`src/verilog/pciu_pkg.sv`:
```
package pciu_pkg;

    // Register offsets; mask offsets as printed, enable and flag offsets chosen locally
    localparam logic [7:0] PCIU_OFS_MASK0  = 8'h6B;
    localparam logic [7:0] PCIU_OFS_MASK1  = 8'h6C;
    localparam logic [7:0] PCIU_OFS_MASK2  = 8'h6D;
    localparam logic [7:0] PCIU_OFS_ENABLE = 8'h68;
    localparam logic [7:0] PCIU_OFS_FLAGS  = 8'h3B;
    localparam logic [7:0] PCIU_OFS_IMASK  = 8'h6E;

    // Reset values
    localparam logic [7:0] PCIU_RST_MASK   = 8'h00;
    localparam logic [2:0] PCIU_RST_GRP    = 3'h0;

    // Group geometry
    localparam int PCIU_NGRP    = 3;
    localparam int PCIU_GRP_W   = 8;
    localparam logic [7:0] PCIU_MASK1_IMPL = 8'h7F;
    localparam logic [7:0] PCIU_MASK_FULL  = 8'hFF;

    // Pin sources for the three groups
    typedef struct packed {
        logic [7:0] group2_pin_sources;
        logic [6:0] group1_pin_sources;
        logic [7:0] group0_pin_sources;
    } pciu_pins_type;

    // Register port request
    typedef struct packed {
        logic [7:0] addr;
        logic [7:0] wdata;
        logic       wr;
        logic       rd;
    } pciu_req_type;

endpackage

```
`src/verilog/pciu_top.sv`:
```
`timescale 1ns/100ps
// What this block does
// - Group enable plus unmasked pin change requests
// - Each group has its own vector
// - Pin change sets that group's pending flag
// - Vector only when flag, global, enable
// - Handler execution clears group's pending flag
// - Write one clears flag, zero keeps
// - Flag bits 7..3 read zero
// - Mask bit and group enable allow pin
// - Group 1 mask bit 7 reads zero
// - Mask registers reset to zero
// - Enable register bits 7..3 read zero
module pciu_top
    import pciu_pkg::*;
(
    // Clock and reset
    input  wire logic          i_clk,
    input  wire logic          i_rst,
    // Register port
    input  wire logic [7:0]    i_addr,
    input  wire logic [7:0]    i_wdata,
    input  wire logic          i_wr,
    input  wire logic          i_rd,
    output logic      [7:0]    o_rdata,
    // Monitored pins
    input  wire pciu_pins_type i_pins,
    // Processor core side
    input  wire logic          i_global_enable,
    input  wire logic [2:0]    i_handler_ack,
    output logic      [2:0]    o_group_request,
    output logic      [2:0]    o_group_vector,
    output logic               o_irq
);

    logic [7:0] pin_mask_group0_r;
    logic [7:0] pin_mask_group1_r;
    logic [7:0] pin_mask_group2_r;
    logic [2:0] change_group_enable_r;
    logic [2:0] change_group_flags_r;
    logic [2:0] irq_mask_r;
    logic [2:0] hit;
    logic [2:0] req_nxt;
    logic [7:0] rdata_nxt;
    logic [7:0] change [PCIU_NGRP];
    logic [7:0] pins   [PCIU_NGRP];
    logic [7:0] masks  [PCIU_NGRP];

    // Register write decode
    function automatic logic wr_hit(input logic [7:0] a, input logic [7:0] ofs, input logic w);
        wr_hit = w && (a == ofs);
    endfunction

    assign pins[0]  = i_pins.group0_pin_sources;
    assign pins[1]  = {1'b0, i_pins.group1_pin_sources};
    assign pins[2]  = i_pins.group2_pin_sources;
    assign masks[0] = pin_mask_group0_r;
    assign masks[1] = pin_mask_group1_r;
    assign masks[2] = pin_mask_group2_r;

    // One synchroniser and change detector per group
    genvar g;
    generate
        for (g = 0; g < PCIU_NGRP; g++) begin : g_grp
            pciu_sync u_sync (
                .i_clk    (i_clk),
                .i_rst    (i_rst),
                .i_pin    (pins[g]),
                .o_change (change[g])
            );
            // A masked pin or a disabled group cannot raise the flag
            assign hit[g] = change_group_enable_r[g] && |(change[g] & masks[g]);
        end
    endgenerate

    // Mask registers; group 1 top bit is not implemented
    always_ff @(posedge i_clk) begin
        if (i_rst) begin
            pin_mask_group0_r <= PCIU_RST_MASK;
            pin_mask_group1_r <= PCIU_RST_MASK;
            pin_mask_group2_r <= PCIU_RST_MASK;
        end else begin
            if (wr_hit(i_addr, PCIU_OFS_MASK0, i_wr)) begin
                pin_mask_group0_r <= i_wdata;
            end
            if (wr_hit(i_addr, PCIU_OFS_MASK1, i_wr)) begin
                pin_mask_group1_r <= i_wdata & PCIU_MASK1_IMPL;
            end
            if (wr_hit(i_addr, PCIU_OFS_MASK2, i_wr)) begin
                pin_mask_group2_r <= i_wdata;
            end
        end
    end

    // Group enable and interrupt line mask
    always_ff @(posedge i_clk) begin
        if (i_rst) begin
            change_group_enable_r <= PCIU_RST_GRP;
            irq_mask_r            <= PCIU_RST_GRP;
        end else begin
            if (wr_hit(i_addr, PCIU_OFS_ENABLE, i_wr)) begin
                change_group_enable_r <= i_wdata[2:0];
            end
            if (wr_hit(i_addr, PCIU_OFS_IMASK, i_wr)) begin
                irq_mask_r <= i_wdata[2:0];
            end
        end
    end

    // Pending flags: a new change wins over handler or software clear
    always_ff @(posedge i_clk) begin
        if (i_rst) begin
            change_group_flags_r <= PCIU_RST_GRP;
        end else begin
            for (int k = 0; k < PCIU_NGRP; k++) begin
                if (hit[k]) begin
                    change_group_flags_r[k] <= 1'b1;
                end else if (i_handler_ack[k]) begin
                    change_group_flags_r[k] <= 1'b0;
                end else if (wr_hit(i_addr, PCIU_OFS_FLAGS, i_wr) && i_wdata[k]) begin
                    change_group_flags_r[k] <= 1'b0;
                end
            end
        end
    end

    // Requests and vectors, registered so outputs come from flops
    always_comb begin
        req_nxt = change_group_flags_r & change_group_enable_r;
    end

    always_ff @(posedge i_clk) begin
        if (i_rst) begin
            o_group_request <= PCIU_RST_GRP;
            o_group_vector  <= PCIU_RST_GRP;
            o_irq           <= 1'b0;
        end else begin
            o_group_request <= req_nxt;
            // Each group drives its own vector line, only with global enable
            o_group_vector  <= i_global_enable ? req_nxt : PCIU_RST_GRP;
            o_irq           <= |(change_group_flags_r & irq_mask_r);
        end
    end

    // Read mux; unmapped addresses and unused bits read zero
    always_comb begin
        rdata_nxt = 8'h00;
        if (i_addr == PCIU_OFS_MASK0) begin
            rdata_nxt = pin_mask_group0_r;
        end else if (i_addr == PCIU_OFS_MASK1) begin
            rdata_nxt = pin_mask_group1_r & PCIU_MASK1_IMPL;
        end else if (i_addr == PCIU_OFS_MASK2) begin
            rdata_nxt = pin_mask_group2_r;
        end else if (i_addr == PCIU_OFS_ENABLE) begin
            rdata_nxt = {5'h00, change_group_enable_r};
        end else if (i_addr == PCIU_OFS_FLAGS) begin
            rdata_nxt = {5'h00, change_group_flags_r};
        end else if (i_addr == PCIU_OFS_IMASK) begin
            rdata_nxt = {5'h00, irq_mask_r};
        end
    end

    always_ff @(posedge i_clk) begin
        if (i_rst) begin
            o_rdata <= 8'h00;
        end else if (i_rd) begin
            o_rdata <= rdata_nxt;
        end else begin
            o_rdata <= 8'h00;
        end
    end

endmodule // pciu_top

```
`src/verilog/pciu_sync.sv`:
```
`timescale 1ns/100ps
// Two-stage synchroniser plus a third stage for change detection
module pciu_sync
    import pciu_pkg::*;
(
    // Clock and reset
    input  wire logic       i_clk,
    input  wire logic       i_rst,
    // Pin side
    input  wire logic [7:0] i_pin,
    // Change output
    output logic      [7:0] o_change
);

    logic [7:0] meta_r;
    logic [7:0] sync_r;
    logic [7:0] prev_r;

    // First stage feeds only the second; reset sampling avoids a false change
    always_ff @(posedge i_clk) begin
        meta_r <= i_pin;
        sync_r <= meta_r;
        if (i_rst) begin
            prev_r <= sync_r;
        end else begin
            prev_r <= sync_r;
        end
    end

    // Difference of two successive synchronised samples
    assign o_change = sync_r ^ prev_r;

endmodule // pciu_sync

```
`config.mk`:
```
export PLATFORM = sky130hd
export DESIGN_NAME = pciu_top
export DESIGN_NICKNAME = d
export VERILOG_FILES = /design/src/verilog/pciu_pkg.sv /design/src/verilog/pciu_top.sv /design/src/verilog/pciu_sync.sv
export SDC_FILE = /design/constraint.sdc
export NUM_CORES = 1
export LEC_CHECK = 0
export BUFFER_PORTS_ARGS = -buffer_cell sky130_fd_sc_hd__buf_2
export CELL_PAD_IN_SITES_DETAIL_PLACEMENT = 0
export CELL_PAD_IN_SITES_GLOBAL_PLACEMENT = 1
export CORE_MARGIN = 8
export CORE_UTILIZATION = 43
export CTS_CLUSTER_DIAMETER = 150
export DETAILED_ROUTE_END_ITERATION = 12
export MAX_ROUTING_LAYER = met4
export PLACE_DENSITY = 0.79
export SYNTH_ARGS = -nofsm -noshare
export SYNTH_HDL_FRONTEND = slang
export SYNTH_SLANG_ARGS = --single-unit
```
`constraint.sdc`:
```
create_clock -name i_clk -period 1.55 [get_ports i_clk]
set_input_delay 0.155 -clock i_clk [delete_from_list [all_inputs] [get_ports i_clk]]
set_output_delay 0.155 -clock i_clk [all_outputs]
set_load 0.01 [all_outputs]
```
==> flow_summary.json <==
{
  "p_leak_nw": 2.19,
  "synth-seq-cells": 116,
  "drv_cap": 0,
  "insertion_delay_ps": 510,
  "routabilityCongestion": 0.831,
  "initial_core_util_pct": 44.6,
  "initialDrtViolationCount": 120,
  "critPathKind": "reg2reg",
  "antenna_found_initial": 0,
  "htreeDepth": 4,
  "finalHoldViolCount": 0,
  "seq_area_frac_synth_pct": 63.0,
  "path_clk_slew_ps": 60,
  "p_per_area_nw_per_um2": 1410,
  "fin_crit_sh_pct": 88.5,
  "vias": 2604,
  "fp.dieArea_um2": 11800,
  "fin_skew_ps": 8.98,
  "rows": 33,
  "fin_crit_ps": 1370,
  "first_pass_iters": 4,
  "fmax_mhz": 729,
  "worstPathMaxFanout": 1,
  "ys_types": 40,
  "final_common_cell": "dfxtp_1",
  "report.final.setup_viol": 0,
  "whs_ps": 21.5,
  "worstPathRequired_ps": 1950,
  "wl_per_cell_um": 15.8,
  "drive_gt1_share_pct": 27.0,
  "slew_violations": 0,
  "syn-cell-area_um2": 3690,
  "grt_pass1_vias": 2720,
  "crit_arrival_ps": 1770,
  "synth_nets": 355,
  "avgViaCountPerCell": 4.87,
  "placed_cell_area_um2": 4180,
  "cts_tree": "done",
  "grt_overflow": 0,
  "clockBufferDepth": 2,
  "drc": 0,
  "p_total_w": 0.00714,
  "synth_top_cell_area_share_pct": 63.0,
  "rsz0062_at_grt": "false",
  "clkSinkCount": 116,
  "core_area_um2": 8260,
  "hold_class": "in2reg",
  "syn_inst": 308,
  "avgSynthCellArea_um2": 12.0,
  "endpoint_kind": "flip-flop",
  "grt_pass1_wl_mm": 13.5,
  "final_area_um2": 5060,
  "yosysWarningCount": 0,
  "dp_hpwl_mm": 5.84,
  "start_kind": "flip-flop",
  "vdd_drop_max_mv": 0.827,
  "fin_setup_tns_ps": 0,
  "grt_max_degree": 26,
  "fp.dieH_um": 109,
  "yosysTopAreaCell": "dfxtp_1",
  "cts_setup_buffers": 0,
  "max_slew_margin_pct": 80.5,
  "die_w_um": 109,
  "antenna_cells": 0,
  "syn2layout_area_growth_pct": 37.2,
  "ios": 62,
  "nets": 466,
  "totalWireLength_mm": 8.46,
  "status": "completed",
  "synthTopCellsByArea": "dfxtp_1 63%, mux2i_1 8.4%, xor2_1 5.5%",
  "gr-usage-all-layers_pct": 15.6,
  "port_buffers": 61,
  "ctsRootBufferMaster": "clkbuf_8",
  "worst_pin_slew_ps": 290,
  "ant_nets": 0,
  "cts_buffers": 17,
  "final_cell_mix": "116 x dfxtp_1, 61 x buf_2, 48 x nor2_1"
}
per-stage QoR:
| step | cells | util, % | setup WS, ps |
|---|---|---|---|
| after CTS | 535 | 61.3 | 180 |
| after detailed placement | 474 | 50.6 | 132 |
| after floorplan | 308 | - | 184 |
| after global routing | 535 | 61.3 | 151 |
| final | 535 | 61.3 | 179 |
| after global placement | 474 | 50.6 | 116 |
what timing repair did:
item / CTS / global route
resized for setup: 0 / 0
endpoints found under the hold margin: 51 / 0
hold buffers: 31 / 0
cell usage after synthesis (all sizes together):
cell     instances
dfxtp          116
nor2            48
mux2i           31
xor2            23
a22oi           14
nand2           13
clkbuf           7
mux2             5
nand3            5
nand3b           4
a31o             3
a31oi            3
buf              3
o21ai            3
a21oi            2
a221oi           2
a222oi           2
and3b            2
inv              2
nand4            2
nor3b            2
nor4             2
a211oi           1
a21bo            1
a21boi           1
a221o            1
a2bb2oi          1
a32oi            1
and4             1
and4bb           1
nand2b           1
nand4b           1
nor2b            1
nor4b            1
o211ai           1
o31ai            1
final cells by class:
class / instances / area, um2
fillers: 682 / 3200
flip-flops and latches: 116 / 2320
multi-input cells: 180 / 1310
repair buffers: 102 / 716
clock buffers: 20 / 435
clock inverters: 10 / 134
well taps: 105 / 131
inverters: 2 / 7.51
cell families after synthesis:
kind of cell	after synthesis	synth area share (%)
simple gates	84	12.6
mux	36	9.95
compound gates	37	7.60
flops	116	63.0
buf+inv	12	1.39
xor+xnor	23	5.46
flip-flops by register name, indices dropped and copies added (netlist names):
signal	flops
o_group_request	3
change_group_enable_r	3
g_grp.u_sync.prev_r	23
pin_mask_group1_r	7
o_irq	1
o_group_vector	3
irq_mask_r	3
pin_mask_group2_r	8
pin_mask_group0_r	8
g_grp.u_sync.sync_r	23
change_group_flags_r	3
o_rdata	8
g_grp.u_sync.meta_r	23
worst max-delay path: stages (launching register included):
cell and delay (ps):
dfxtp_1 310, xor2_1 150, a22oi_1 260, nand4_1 230
a31o_2 310
power by group:
| part | leakage [nW] | total (W) | switching (W) | internal, W |
|---|---|---|---|---|
| clock | 0.276 | 0.00374 | 0.00128 | 0.00246 |
| combinational | 0.952 | 0.000286 | 0.000132 | 0.000154 |
| sequential | 0.961 | 0.00312 | 0.0000391 | 0.00308 |
worst paths after layout:
path | start | endpoint | slack [ps] | depth (start not counted)
max | g_grp[0].u_sync.prev_r[7]$_DFF_P_ | change_group_flags_r[0]$_SDFFE_PP0P_ | 180 | 4
min reg2reg | g_grp[2].u_sync.meta_r[7]$_DFF_P_ | g_grp[2].u_sync.sync_r[7]$_DFF_P_ | 320 | 0
min | i_wdata[2] | pin_mask_group1_r[2]$_SDFFE_PP0P_ | 20 | 3
max reg2reg | g_grp[0].u_sync.prev_r[7]$_DFF_P_ | change_group_flags_r[0]$_SDFFE_PP0P_ | 180 | 4
metal layers:
metal  vias to the layer above  part of all wire, %  wire length (um)  track usage [%]
met4                         0                  1.5               125             6.65
li1                       1295                    -                 -                -
met2                        81                   48              4060             24.4
met3                        13                  6.5               553             5.53
met1                      1215                   44              3720             17.8
met5                         -                    0                 0                -
(Power assumes the default switching activity.)
